File: src/hdl/i2c_target_pkg.sv
// Shared constants and carrier types for the I2C register-access target.
// Assumes a 100 MHz core clock and classic Wishbone software access.
package i2c_target_pkg;
  localparam logic [6:0] ADDR_BASE = 7'h08;
  // Low byte of 0x11D; the x^8 term is implicit in the shift
  localparam logic [7:0] CRC_POLY = 8'h1d;
  localparam logic [7:0] CRC_INIT = 8'hff;
  localparam logic [7:0] OFS_CTRL = 8'h00;
  localparam logic [7:0] OFS_STATUS = 8'h04;
  localparam logic [7:0] OFS_MASK = 8'h08;
  localparam logic [7:0] OFS_STATE = 8'h0c;
  localparam logic [7:0] OFS_FILE = 8'h40;
  localparam int CTRL_CRC_EN = 0;
  localparam int CTRL_ADDR_LSB = 4;
  localparam int ADDR_FIELD_W = 3;
  localparam logic [7:0] CTRL_RESET = 8'h00;
  localparam int STATUS_W = 2;
  localparam int ST_CRC_FAULT = 0;
  localparam int ST_WRITE_DONE = 1;
  localparam logic [STATUS_W-1:0] MASK_RESET = 2'h0;
  localparam int CLK_HZ = 100000000;
  localparam int SCL_MAX_HZ = 3400000;
  localparam int SCL_MIN_CYC = (CLK_HZ + SCL_MAX_HZ - 1) / SCL_MAX_HZ;
  localparam int SCL_CYC_NEEDED = 8;
  typedef struct packed {
    logic [7:0] adr;
    logic [31:0] dat;
    logic [3:0] sel;
    logic we;
  } wb_req_t;
  typedef struct packed {
    logic scl;
    logic sda;
  } i2c_pins_t;
endpackage

File: src/hdl/sync2.sv
// Two-flop synchroniser for a bundle of independent levels.
// Assumes each bit is a slow level; no bus coherency is given.
`timescale 1ns/1ns
`default_nettype none
module sync2 #(
  parameter int WIDTH = 1
) (
  input wire logic clk,
  input wire logic nrst,
  input wire logic [WIDTH-1:0] d,
  output logic [WIDTH-1:0] q
);
  logic [WIDTH-1:0] meta_r;
  always_ff @(posedge clk) begin
    if (!nrst) begin
      meta_r <= '0;
      q <= '0;
    end else begin
      meta_r <= d;
      q <= meta_r;
    end
  end
endmodule
`default_nettype wire

File: src/hdl/crc8_byte.sv
// One-byte update of an MSB-first CRC-8, purely combinational.
// Assumes the caller holds the running value and the preset.
`timescale 1ns/1ns
`default_nettype none
module crc8_byte #(
  parameter logic [7:0] POLY = 8'h1d
) (
  input wire logic [7:0] crcIn,
  input wire logic [7:0] data,
  output logic [7:0] crcOut
);
  always_comb begin
    logic [7:0] c;
    c = crcIn ^ data;
    for (int i = 0; i < 8; i++) begin
      c = c[7] ? ((c << 1) ^ POLY) : (c << 1);
    end
    crcOut = c;
  end
endmodule
`default_nettype wire

File: src/hdl/i2c_target_crc.sv
// I2C target with CRC-8 checked writes, programming-mode override and
// a Wishbone register window. Assumes SCL/SDA and mode pins are async.
// Contract
// RULE_01: Device only ever acts as target; never drives SCL or starts transfers.
// RULE_02: Target address is 0x08 plus the 3-bit configured address field.
// RULE_03: Serial clock up to 3.4 MHz must be handled; controller stays below.
// RULE_04: A byte is taken only on its eighth bit; shorter tails are dropped.
// RULE_05: Seven-bit transfer writes nothing and gets no acknowledge.
// RULE_06: One control bit enables CRC checking when 1, disables when 0.
// RULE_07: With CRC enabled, a CRC byte is computed and compared per transaction.
// RULE_08: Mismatch drops the command, sets the CRC fault flag, interrupts if unmasked.
// RULE_09: CRC-8 polynomial 0x11D, preset 0xFF; controller computes it alike.
// RULE_10: Programming-mode pin low means normal, high means programming mode.
// RULE_11: In programming mode the target answers at fixed address 0x08.
// RULE_12: Programming mode without power-up event bypasses CRC and secure write.
// RULE_13: Programming mode tells the watchdog logic to stop entirely.
// RULE_14: Interrupt holds until software writes 1 to the flag, then releases.
// RULE_15: With CRC, write holds until the trailing check byte over all bytes matches.
`timescale 1ns/1ns
`default_nettype none
module i2c_target_crc
  import i2c_target_pkg::*;
#(
  parameter int FILE_DEPTH = 16
) (
  input wire logic clk,
  input wire logic nrst,
  input wire logic wbCyc,
  input wire logic wbStb,
  input wire wb_req_t wbReq,
  output logic [31:0] wbDatR,
  output logic wbAck,
  input wire i2c_pins_t pinsIn,
  output logic sdaOut,
  output logic sdaOe,
  input wire logic programmingModePin,
  input wire logic powerUpEvent,
  output logic irq,
  output logic interruptRequestN,
  output logic configurationProgrammingMode,
  output logic watchdogStop,
  output logic secureWriteBypass
);
  localparam int PW = $clog2(FILE_DEPTH);

  initial begin
    if (FILE_DEPTH < 2 || FILE_DEPTH > 16 || (1 << PW) != FILE_DEPTH) begin
      $error("FILE_DEPTH must be a power of two from 2 to 16");
    end
    if (SCL_MIN_CYC < SCL_CYC_NEEDED) begin
      $error("Core clock too slow to sample the fastest serial clock"); // RULE_03
    end
  end

  typedef enum {IDLE, RX, ACK, TX, TXACK, IGNORE} phase_t;

  logic [3:0] syncQ;
  logic sclQ, sdaQ, progMode, powerUp;
  logic sclD_r, sdaD_r;
  logic startDet, stopDet, sclRise, sclFall;
  phase_t state_r;
  logic [7:0] shift_r, tx_r, crc_r, ptr_r, data_r, crcNxt, crcSeed;
  logic [3:0] bitCnt_r;
  logic [2:0] byteIdx_r;
  logic rw_r, crcTxn_r, hostAck_r;
  logic wrStrobe_r, crcFail_r;
  logic [PW-1:0] wrAddr_r;
  logic [7:0] wrData_r;
  logic [7:0] regFile [FILE_DEPTH];
  logic [7:0] ctrl_r;
  logic [STATUS_W-1:0] status_r, mask_r;
  logic [6:0] devAddr;
  logic crcOn, bypass, byteDone, ackByte, wrNow, failNow;
  logic wbAccept;

  sync2 #(.WIDTH(4)) u_sync (
    .clk(clk),
    .nrst(nrst),
    .d({pinsIn.scl, pinsIn.sda, programmingModePin, powerUpEvent}),
    .q(syncQ)
  );
  assign {sclQ, sdaQ, progMode, powerUp} = syncQ;

  always_ff @(posedge clk) begin
    if (!nrst) begin
      sclD_r <= 1'b1;
      sdaD_r <= 1'b1;
    end else begin
      sclD_r <= sclQ;
      sdaD_r <= sdaQ;
    end
  end
  assign startDet = sclQ && sclD_r && sdaD_r && !sdaQ;
  assign stopDet = sclQ && sclD_r && !sdaD_r && sdaQ;
  assign sclRise = sclQ && !sclD_r;
  assign sclFall = !sclQ && sclD_r;

  // Mode pin overrides
  assign bypass = progMode && !powerUp; // RULE_12
  assign crcOn = ctrl_r[CTRL_CRC_EN] && !bypass; // RULE_06
  assign devAddr = progMode ? ADDR_BASE : // RULE_11
    ADDR_BASE + {4'h0, ctrl_r[CTRL_ADDR_LSB +: ADDR_FIELD_W]}; // RULE_02

  always_ff @(posedge clk) begin
    if (!nrst) begin
      configurationProgrammingMode <= 1'b0;
      watchdogStop <= 1'b0;
      secureWriteBypass <= 1'b0;
    end else begin
      configurationProgrammingMode <= progMode; // RULE_10
      watchdogStop <= progMode; // RULE_13
      secureWriteBypass <= bypass; // RULE_12
    end
  end

  assign crcSeed = (byteIdx_r == 3'd0) ? CRC_INIT : crc_r; // RULE_09
  crc8_byte #(.POLY(CRC_POLY)) u_crc (
    .crcIn(crcSeed),
    .data(shift_r),
    .crcOut(crcNxt)
  );

  // A byte counts only once its eighth bit has been clocked in
  assign byteDone = sclFall && state_r == RX && bitCnt_r == 4'd8; // RULE_04

  always_comb begin
    ackByte = 1'b0;
    wrNow = 1'b0;
    failNow = 1'b0;
    if (byteIdx_r == 3'd0) begin
      ackByte = shift_r[7:1] == devAddr;
    end else if (byteIdx_r == 3'd1) begin
      ackByte = 1'b1;
    end else if (!crcTxn_r) begin
      ackByte = 1'b1;
      wrNow = 1'b1;
    end else if (byteIdx_r == 3'd2) begin
      ackByte = 1'b1;
    end else if (byteIdx_r == 3'd3) begin
      ackByte = 1'b1;
      wrNow = shift_r == crc_r; // RULE_07
      failNow = !wrNow; // RULE_08
    end
  end

  // Only SDA is ever driven, and only low; SCL is input only
  assign sdaOut = 1'b0; // RULE_01

  always_ff @(posedge clk) begin
    if (!nrst) begin
      state_r <= IDLE;
      shift_r <= 8'h00;
      tx_r <= 8'h00;
      crc_r <= CRC_INIT;
      ptr_r <= 8'h00;
      data_r <= 8'h00;
      bitCnt_r <= 4'h0;
      byteIdx_r <= 3'h0;
      rw_r <= 1'b0;
      crcTxn_r <= 1'b0;
      hostAck_r <= 1'b0;
      sdaOe <= 1'b0;
      wrStrobe_r <= 1'b0;
      crcFail_r <= 1'b0;
      wrAddr_r <= '0;
      wrData_r <= 8'h00;
    end else begin
      wrStrobe_r <= 1'b0;
      crcFail_r <= 1'b0;
      if (startDet) begin
        state_r <= RX;
        bitCnt_r <= 4'h0;
        byteIdx_r <= 3'h0;
        crc_r <= CRC_INIT; // RULE_09
        sdaOe <= 1'b0;
        hostAck_r <= 1'b0;
      end else if (stopDet) begin
        // Partial byte is dropped by leaving it unprocessed
        state_r <= IDLE; // RULE_05
        sdaOe <= 1'b0;
      end else begin
        case (state_r)
          RX: begin
            if (sclRise && bitCnt_r < 4'd8) begin
              shift_r <= {shift_r[6:0], sdaQ};
              bitCnt_r <= bitCnt_r + 4'd1;
            end
            if (byteDone) begin
              sdaOe <= ackByte; // RULE_05
              state_r <= ackByte ? ACK : IGNORE;
              if (byteIdx_r == 3'd0) begin
                rw_r <= shift_r[0];
                crcTxn_r <= crcOn; // RULE_06
              end
              if (byteIdx_r == 3'd1) begin
                ptr_r <= shift_r;
              end
              if (byteIdx_r == 3'd2) begin
                data_r <= shift_r;
              end
              if (byteIdx_r < 3'd3) begin
                crc_r <= crcNxt; // RULE_07
              end
              if (wrNow) begin
                wrStrobe_r <= 1'b1;
                wrAddr_r <= ptr_r[PW-1:0];
                wrData_r <= crcTxn_r ? data_r : shift_r; // RULE_15
                ptr_r <= ptr_r + 8'h01;
              end
              crcFail_r <= failNow; // RULE_08
            end
          end
          ACK: begin
            if (sclFall) begin
              bitCnt_r <= 4'h0;
              byteIdx_r <= (byteIdx_r == 3'd4) ? 3'd4 : byteIdx_r + 3'd1;
              if (rw_r) begin
                tx_r <= regFile[ptr_r[PW-1:0]];
                sdaOe <= !regFile[ptr_r[PW-1:0]][7];
                state_r <= TX;
              end else begin
                sdaOe <= 1'b0;
                state_r <= RX;
              end
            end
          end
          TX: begin
            if (sclFall) begin
              if (bitCnt_r == 4'd7) begin
                sdaOe <= 1'b0;
                state_r <= TXACK;
              end else begin
                tx_r <= {tx_r[6:0], 1'b0};
                sdaOe <= !tx_r[6];
                bitCnt_r <= bitCnt_r + 4'd1;
              end
            end
          end
          TXACK: begin
            if (sclRise) begin
              if (sdaQ) begin
                state_r <= IGNORE;
              end else begin
                hostAck_r <= 1'b1;
                ptr_r <= ptr_r + 8'h01;
              end
            end
            if (sclFall && hostAck_r) begin
              hostAck_r <= 1'b0;
              bitCnt_r <= 4'h0;
              tx_r <= regFile[ptr_r[PW-1:0]];
              sdaOe <= !regFile[ptr_r[PW-1:0]][7];
              state_r <= TX;
            end
          end
          IDLE, IGNORE: begin
            sdaOe <= 1'b0;
          end
          default: begin
            state_r <= IDLE;
            sdaOe <= 1'b0;
          end
        endcase
      end
    end
  end

  always_ff @(posedge clk) begin
    if (!nrst) begin
      for (int i = 0; i < FILE_DEPTH; i++) begin
        regFile[i] <= 8'h00;
      end
    end else if (wrStrobe_r) begin
      regFile[wrAddr_r] <= wrData_r;
    end
  end

  // Wishbone slave: one wait state, ack drops the cycle after
  assign wbAccept = wbCyc && wbStb && !wbAck;
  always_ff @(posedge clk) begin
    if (!nrst) begin
      wbAck <= 1'b0;
    end else begin
      wbAck <= wbAccept;
    end
  end

  always_ff @(posedge clk) begin
    if (!nrst) begin
      ctrl_r <= CTRL_RESET;
      mask_r <= MASK_RESET;
    end else if (wbAccept && wbReq.we && wbReq.sel[0]) begin
      if (wbReq.adr == OFS_CTRL) begin
        ctrl_r <= wbReq.dat[7:0] & 8'h71;
      end
      if (wbReq.adr == OFS_MASK) begin
        mask_r <= wbReq.dat[STATUS_W-1:0];
      end
    end
  end

  // Sticky flags; a new event beats a simultaneous clear
  always_ff @(posedge clk) begin
    if (!nrst) begin
      status_r <= '0;
    end else begin
      for (int i = 0; i < STATUS_W; i++) begin
        if ((i == ST_CRC_FAULT && crcFail_r) || (i == ST_WRITE_DONE && wrStrobe_r)) begin
          status_r[i] <= 1'b1; // RULE_08
        end else if (wbAccept && wbReq.we && wbReq.sel[0] && wbReq.adr == OFS_STATUS
                     && wbReq.dat[i]) begin
          status_r[i] <= 1'b0; // RULE_14
        end
      end
    end
  end

  always_ff @(posedge clk) begin
    if (!nrst) begin
      irq <= 1'b0;
      interruptRequestN <= 1'b1;
    end else begin
      irq <= |(status_r & mask_r); // RULE_14
      interruptRequestN <= !(|(status_r & mask_r)); // RULE_08
    end
  end

  always_ff @(posedge clk) begin
    if (!nrst) begin
      wbDatR <= 32'h0000_0000;
    end else if (wbAccept) begin
      wbDatR <= 32'h0000_0000;
      if (wbReq.adr == OFS_CTRL) begin
        wbDatR[7:0] <= ctrl_r;
      end else if (wbReq.adr == OFS_STATUS) begin
        wbDatR[STATUS_W-1:0] <= status_r;
      end else if (wbReq.adr == OFS_MASK) begin
        wbDatR[STATUS_W-1:0] <= mask_r;
      end else if (wbReq.adr == OFS_STATE) begin
        wbDatR[9:0] <= {progMode, state_r != IDLE, crcOn, devAddr};
      end else if (wbReq.adr >= OFS_FILE && wbReq.adr[1:0] == 2'b00
                   && wbReq.adr < OFS_FILE + 8'(4 * FILE_DEPTH)) begin
        wbDatR[7:0] <= regFile[wbReq.adr[2 +: PW]];
      end
    end
  end
endmodule
`default_nettype wire

File: config.mk
export PLATFORM = sky130hd
export DESIGN_NAME = i2c_target_crc
export DESIGN_NICKNAME = d
export VERILOG_FILES = /design/src/hdl/i2c_target_pkg.sv /design/src/hdl/sync2.sv /design/src/hdl/crc8_byte.sv /design/src/hdl/i2c_target_crc.sv
export SDC_FILE = /design/constraint.sdc
export NUM_CORES = 1
export LEC_CHECK = 0
export ABC_AREA = 1
export ABC_CLOCK_PERIOD_IN_PS = 2300
export BUFFER_PORTS_ARGS = -buffer_cell sky130_fd_sc_hd__buf_2
export CORE_ASPECT_RATIO = 1.25
export CORE_UTILIZATION = 51
export CTS_BUF_LIST = sky130_fd_sc_hd__clkbuf_8
export DETAILED_ROUTE_END_ITERATION = 16
export PLACE_DENSITY = 0.7
export RECOVER_POWER = 25
export SLEW_MARGIN = 15
export SYNTH_ARGS = -nofsm -noshare
export SYNTH_HDL_FRONTEND = slang
export SYNTH_SLANG_ARGS = --single-unit
export TNS_END_PERCENT = 30
File: constraint.sdc
create_clock -name clk -period 2.3 [get_ports clk]
set_input_delay 0.46 -clock clk [delete_from_list [all_inputs] [get_ports clk]]
set_output_delay 0.46 -clock clk [all_outputs]
set_load 0.01 [all_outputs]
==> impl_results.md, run 1 <==
* Status: finished with violations
* Violated checks: design-rule violations
* Worst path top cell family by delay: buffers and inverters
* Worst EP arrival at 2.58 ns
* Tightest Pin Transition at 0.901 ns
* Synth cell count leaders: nand2_1, nor2_1, inv_1, edfxtp_1, o21ai_0
* Setup Total Neg Slack at 0 ns
* Worst VDD drop at 0.476 mV
* Worst setup SP type: input port
* Fin area at 0.0132 mm2
* Max-Cap Viols at 0
* Die X-Extent at 139 um
* Core area at 0.0230 mm2
* Most common cell in the netlist: nand2_1
* Diodes inserted at 0
* Buf+Inv Stages, Crit Path at 4
* Data required, critical path at 2.78 ns
* GRT Overall Usage at 28.6%
* Setup-failing EPs final at 0
* Most frequent CP cell: nand2_1
* Reg2reg start: byteIdx_r[0]
* Number of global-route vias before repair at 10087
* First-pass GRT wire length at 53.1 mm
* HP Class: in -> reg
* Met1 Use GR at 34.2%
* Fraction of registers with async set/reset at 0%
* Fin util at 57.5%
* Post-DP HPWL at 23.8 mm
* Largest family of logic cells by synthesized area: simple AND/OR/NAND/NOR gates
* RSZ-0062 raised after global routing: no
* Compound-Gate Fraction of Synth Area at 13.8%
* Area share of fa/ha/maj cells after synthesis at 0.839%
* Routability Congestion at 0.970
* Highest clock rate at 0.476 GHz
* PwrDens at 779 mW/mm2
* Initial antenna violation count at 0
* Leading area contributor after synthesis: edfxtp_1
* Final Max Slew Viols at 0
* Grt ovf at 0
* Multiplexer area fraction after synthesis at 0%
* GR Layer Usage met3 at 4.15%
* WP depth at 11
* Largest net degree at the start of global routing at 74
* Slew margin rel. at 40.0%
* Leak at 5.34 nW
* Post-synth top area share at 32.2%
* IO Port Bufs at 39
* FP Rows at 62
* IO Pins at 93
* Final period utilization at 91.4%
* Final nets at 1681
* Gate count of the mapped netlist at 1553
* Crit. End Element: flop
* Die area at 0.0240 mm2
* Critical R2R Capture: crc_r[0]
* XOR/XNOR share of the synthesized area at 0.944%
* Wire length per cell at 17.7 um
* Top post-synthesis cells by area: edfxtp_1, dfxtp_1, nand2_1, nor2_1, o21ai_0
* Skew final at 0.0286 ns
* Initial Util at 51.9%
* Clk slew on worst S/H paths at 0.07 ns
* Gr busiest metal: met2
* Post-synthesis sequential area ratio at 49.0%
* Final Critical Period at 2.10 ns
* Worst path max stage delay at 0.69 ns
* CTS tree: yes
* Crit path from: wbReq[40]
* CTS H-tree depth at 2
* Vias per Instance at 5.58
* DRC Markers at 5
* Register-to-register setup slack at 0.26 ns
* Routed WL at 34.2 mm
* YS warnings at 0
* 1st-iter DRT viols at 946
* Number of synthesized flops with an enable pin at 128
* #FFs+latches synth at 228
* Area post-placement at 0.0125 mm2
* R2R depth at 16
* Root Buffer: clkbuf_8
* Yosys cell types at 44
* Crit-path slowest cell: clkbuf_1
* Crit-path cells: clkbuf_1, inv_1, nand2_1, inv_1, clkbuf_1, nand2_1, o2111ai_1, o21ai_0, o21ai_0, nand2_1, a21oi_1
* DRT Pass-1 Iters at 11
* Via count at 10793
* Synthesized cell area at 0.0119 mm2
* Layout cells sized above 1 at 9.72%
* Final hold vios at 0
* Simple-gate area share of the yosys netlist at 26.5%
* GRT met2 Usage at 49.1%
* Syn avg cell area at 7.68 um2
* End point of the critical path: wbDatR[4]
* Pre-CTS setup slack at 0.155 ns
* ANT nets after route at 0
* CTS Sinks at 228
* Minimum hold slack at 0.103 ns
* Ys flop type: edfxtp_1
* # fillers at 2146
* CP max FO at 14
* Synth-to-layout area growth at 10.7%
* Worst skew pair latency at 0.55 ns
* Max Buffers Root-to-Sink at 3
* CTS Buf Count at 38
* CP Class: in -> reg
* Setup ws final at 0.199 ns
* DIE HEIGHT at 173 um
routing by layer:
metal / vias up / share of wire [%]
li1: 5235 / -
met2: 489 / 49
met5: - / 0
met3: 100 / 7.3
met1: 4969 / 39
met4: 0 / 5.4
state kept, by name, indices dropped and copies added, names as in the netlist, 7 cells and up, named ones only:
register and count:
regFile 128, wbDatR 10, crc_r 8, data_r 8, shift_r 8, wrData_r 8, tx_r 7
worst min-delay path, delay by kind of cell:
family | cells | cell delay [ns]
buf+inv | 2 | 0.11
simple gates | 1 | 0.04
through the flow:
stage          power, W  cells
4_1_cts          0.0103   1927
3_3_place_gp    0.00690   1861
2_1_floorplan   0.00622   1575
5_1_grt          0.0108   1934
6_report         0.0103   1934
3_5_place_dp    0.00693   1861
worst min-delay path by stage:
stage,from,slack (ns),to,cells past startpoint
finish,powerUpEvent,0.10,u_sync.meta_r[0],3
global route,pinsIn[0],0.09,u_sync.meta_r[2],3
CTS,pinsIn[1],0.08,u_sync.meta_r[3],3
detailed placement,u_sync.meta_r[1],0.41,u_sync.q[1],2
global placement,u_sync.meta_r[0],0.39,u_sync.q[0],2
floorplan,u_sync.q[0],0.39,secureWriteBypass,1
final cells by class:
| type | count | area (um2) | share of cell area [%] |
|---|---|---|---|
| flip-flops and latches | 228 | 5850 | 44.3 |
| multi-input cells | 1106 | 5100 | 38.6 |
| repair buffers | 97 | 619 | 4.69 |
| clock buffers | 44 | 606 | 4.59 |
| inverters | 149 | 566 | 4.28 |
| well taps | 288 | 360 | 2.73 |
| clock inverters | 22 | 105 | 0.796 |
power by group:
group	internal (W)	total, W	switching (W)
Clock	0.00175	0.00338	0.00163
Combinational	0.000683	0.00222	0.00154
Sequential	0.00451	0.00468	0.000173
layout by cell type, fill, tap and decap left out, drive strengths merged:
master,Yosys,routed
a211oi,4,4
a21oi,106,106
a22oi,20,20
a31oi,1,1
and2,1,1
buf,53,76
clkbuf,39,65
clkinv,5,12
clkinvlp,0,3
conb,1,23
dfxtp,100,100
edfxtp,128,128
ha,8,8
inv,144,156
nand2,350,350
nand3,108,108
nand3b,1,1
nand4,10,10
nor2,282,282
nor3,11,11
nor3b,5,5
o2111ai,5,5
o211ai,22,22
o21ai,120,120
o221ai,8,8
o22ai,4,4
o31ai,2,2
or2,3,3
xnor2,6,6
xor2,6,6
timing repair:
action,4_1_cts,5_1_grt
gates resized for setup,0,2
endpoints found under the setup margin,0,5
hold buffers,0,0
buffers inserted,0,7
cell families (layout without fill, tap and decap cells):
kind of cell,count (synthesis),after routing
flip-flops,228,228
AO/OA/AOI/OAI,292,292
adder cells (fa/ha/maj),8,8
other,1,23
AND/OR/NAND/NOR,771,771
buffers and inverters,241,312
XOR/XNOR,12,12
Power figures use the tool's default switching activity.
==> run 2: changes to the inputs <==
--- a/config.mk
+++ b/config.mk
@@ -9,3 +9,3 @@
 export ABC_CLOCK_PERIOD_IN_PS = 2300
-export BUFFER_PORTS_ARGS = -buffer_cell sky130_fd_sc_hd__buf_2
+export BUFFER_PORTS_ARGS = -buffer_cell sky130_fd_sc_hd__buf_4
 export CORE_ASPECT_RATIO = 1.25
==> constraint.sdc (replaced) <==
create_clock -name clk -period 2.3 [get_ports clk]
set_input_delay 0.345 -clock clk [delete_from_list [all_inputs] [get_ports clk]]
set_output_delay 0.345 -clock clk [all_outputs]
set_load 0.005 [all_outputs]
==> impl_results.md, run 2 (synthesized netlist as in run 1, its figures left out) <==
* Data required, critical path at 2.72 ns
* Placed instance count at 1858
* Worst EP arrival at 2.51 ns
* Max Buffers Root-to-Sink at 3
* Clk slew on worst S/H paths at 0.06 ns
* Skew final at 0.0213 ns
* Vias per Instance at 5.65
* CTS tree: yes
* Diodes inserted at 0
* IO Pins at 93
* FP Rows at 62
* Hold Path End: u_sync.meta_r[0]
* R2R depth at 13
* Core area at 0.0230 mm2
* Internal at 0.00731 W
* Violated checks: design-rule violations
* Final period utilization at 90.6%
* Critical R2R Capture: crc_r[4]
* Wire length per cell at 18.1 um
* Clock share of power at 34.7%
* Crit. End Element: flop
* CTS Buf Count at 38
* Setup Total Neg Slack at 0 ns
* Grt ovf at 0
* Setup-failing EPs final at 0
* 1st-iter DRT viols at 1006
* Hold Crit Depth at 3
* Comb pwr share at 21.4%
* First-pass GRT wire length at 54.4 mm
* Reg2reg start: byteIdx_r[0]
* Leak at 5.38 nW
* HP Start: powerUpEvent
* Worst setup SP type: flop
* Most common cell after layout, fill and taps aside: nand2_1
* Status: finished with violations
* Crit-path cells: inv_1, ha_1, nand2_4, nand3_1, nand2_2, inv_1, nand2_1, nand2_1, nand2_1, nand2_1, nand3b_1, nand3_1, nand2_1
* Worst path max stage delay at 0.40 ns
* Slew margin rel. at 5.69%
* Fin util at 58.1%
* Final Max Slew Viols at 0
* HP Class: in -> reg
* Max-Cap Viols at 0
* Layout cells sized above 1 at 9.76%
* Routed WL at 34.9 mm
* Final cell count without fillers at 1928
* CTS Sinks at 228
* GRT Overall Usage at 29.3%
* Routability Congestion at 0.949
* Area post-placement at 0.0126 mm2
* DRT Pass-1 Iters at 11
* Number of global-route vias before repair at 10207
* Switch Pwr at 0.00335 W
* Largest reg by FF count: regFile
* RSZ-0062 raised after global routing: no
* Most frequent cells in the layout: nand2_1, nor2_1, inv_1
* Fin area at 0.0133 mm2
* Worst skew pair latency at 0.54 ns
* Die X-Extent at 139 um
* Regs by FF count: regFile x128, wbDatR x10
* Post-DP HPWL at 23.9 mm
* CTS H-tree depth at 2
* Sequential share of power at 43.9%
* DRC Markers at 5
* Synth-to-layout area growth at 11.9%
* Initial antenna violation count at 0
* Via count at 10890
* Root Buffer: clkbuf_8
* CP max FO at 15
* Largest net degree at the start of global routing at 79
* ANT nets after route at 0
* Initial Util at 51.9%
* Power, Total at 0.0107 W
* Sw Share at 31.5%
* DIE HEIGHT at 173 um
* Worst VDD drop at 0.619 mV
* Final Critical Period at 2.08 ns
* Largest register FFs at 128
* Crit-path slowest cell: dfxtp_1
* Worst path top cell family by delay: simple AND/OR/NAND/NOR gates
* Final hold vios at 0
* Tightest Pin Transition at 1.41 ns
* Setup Buffers After CTS at 0
* Highest clock rate at 0.480 GHz
* CP Class: reg -> reg
* Most frequent CP cell: nand2_1
* Register-to-register setup slack at 0.22 ns
* Die area at 0.0240 mm2
* IO Port Bufs at 39
* PwrDens at 799 mW/mm2
* Final nets at 1674
* Buf+Inv Stages, Crit Path at 2
run 2: cell types whose count changed in the layout (fill, tap and decap cells not counted), moves of 3 or more:
cell	before	now
inv_1	149	146
clkinv_1	5	10
clkbuf_4	0	17
buf_4	40	55
buf_2	32	0
dlygate4sd3_1	0	3
clkbuf_1	21	10
clkinvlp_4	3	0
bufinv_16	0	3
run 2: final cells by class:
class / instances / area [um2]
Timing Repair Buffer: 90 / 693
Clock inverter: 23 / 170
Inverter: 149 / 566
Fill cell: 2098 / 9620
Tap cell: 288 / 360
Clock buffer: 44 / 606
Multi-Input combinational cell: 1106 / 5100
Sequential cell: 228 / 5850
run 2: metrics by stage:
stage	worst slack (ns)	hold WS, ns
2_1_floorplan	0.511	0.387
3_3_place_gp	0.244	0.392
3_5_place_dp	0.147	0.400
4_1_cts	0.125	0.00724
5_1_grt	0.0131	0.0235
6_report	0.216	0.0262
run 2: worst max-delay path by stage:
stage                       startpoint       end  slack (ns)  depth (start not counted)
after CTS                 byteIdx_r[0]  ptr_r[3]        0.12                         11
after global routing      byteIdx_r[0]  crc_r[4]        0.01                         16
after detailed placement  byteIdx_r[0]  ptr_r[3]        0.15                         11
after global placement    byteIdx_r[0]      flop        0.24                         11
final                     byteIdx_r[0]  crc_r[4]        0.22                         13
after floorplan           byteIdx_r[0]  crc_r[0]        0.51                         15
run 2: power groups by stage:
stage | clock network (W) | logic [W] | registers [W]
after floorplan | 0 | 0.00152 | 0.00469
after global placement | 0 | 0.00216 | 0.00475
after detailed placement | 0 | 0.00219 | 0.00476
after CTS | 0.00374 | 0.00221 | 0.00467
after global routing | 0.00391 | 0.00249 | 0.00471
final | 0.00370 | 0.00228 | 0.00468
run 2: repair_timing:
item / in CTS / in global routing
resized for setup: 0 / 2
endpoints found under the setup margin: 0 / 5
hold buffers: 3 / 0
endpoints found under the hold margin: 3 / 0
run 2: layer usage:
metal  GRT usage [%]  part of all wire (%)
met1            35.1                    39
met3            5.21                   8.1
met4            16.5                   5.3
met2            49.9                    48
met5               0                     0
run 2: tightest hold or removal path, cell delays in order:
cell	delay, ns
buf_4	0.08
nand2_1	0.04
inv_1	0.05
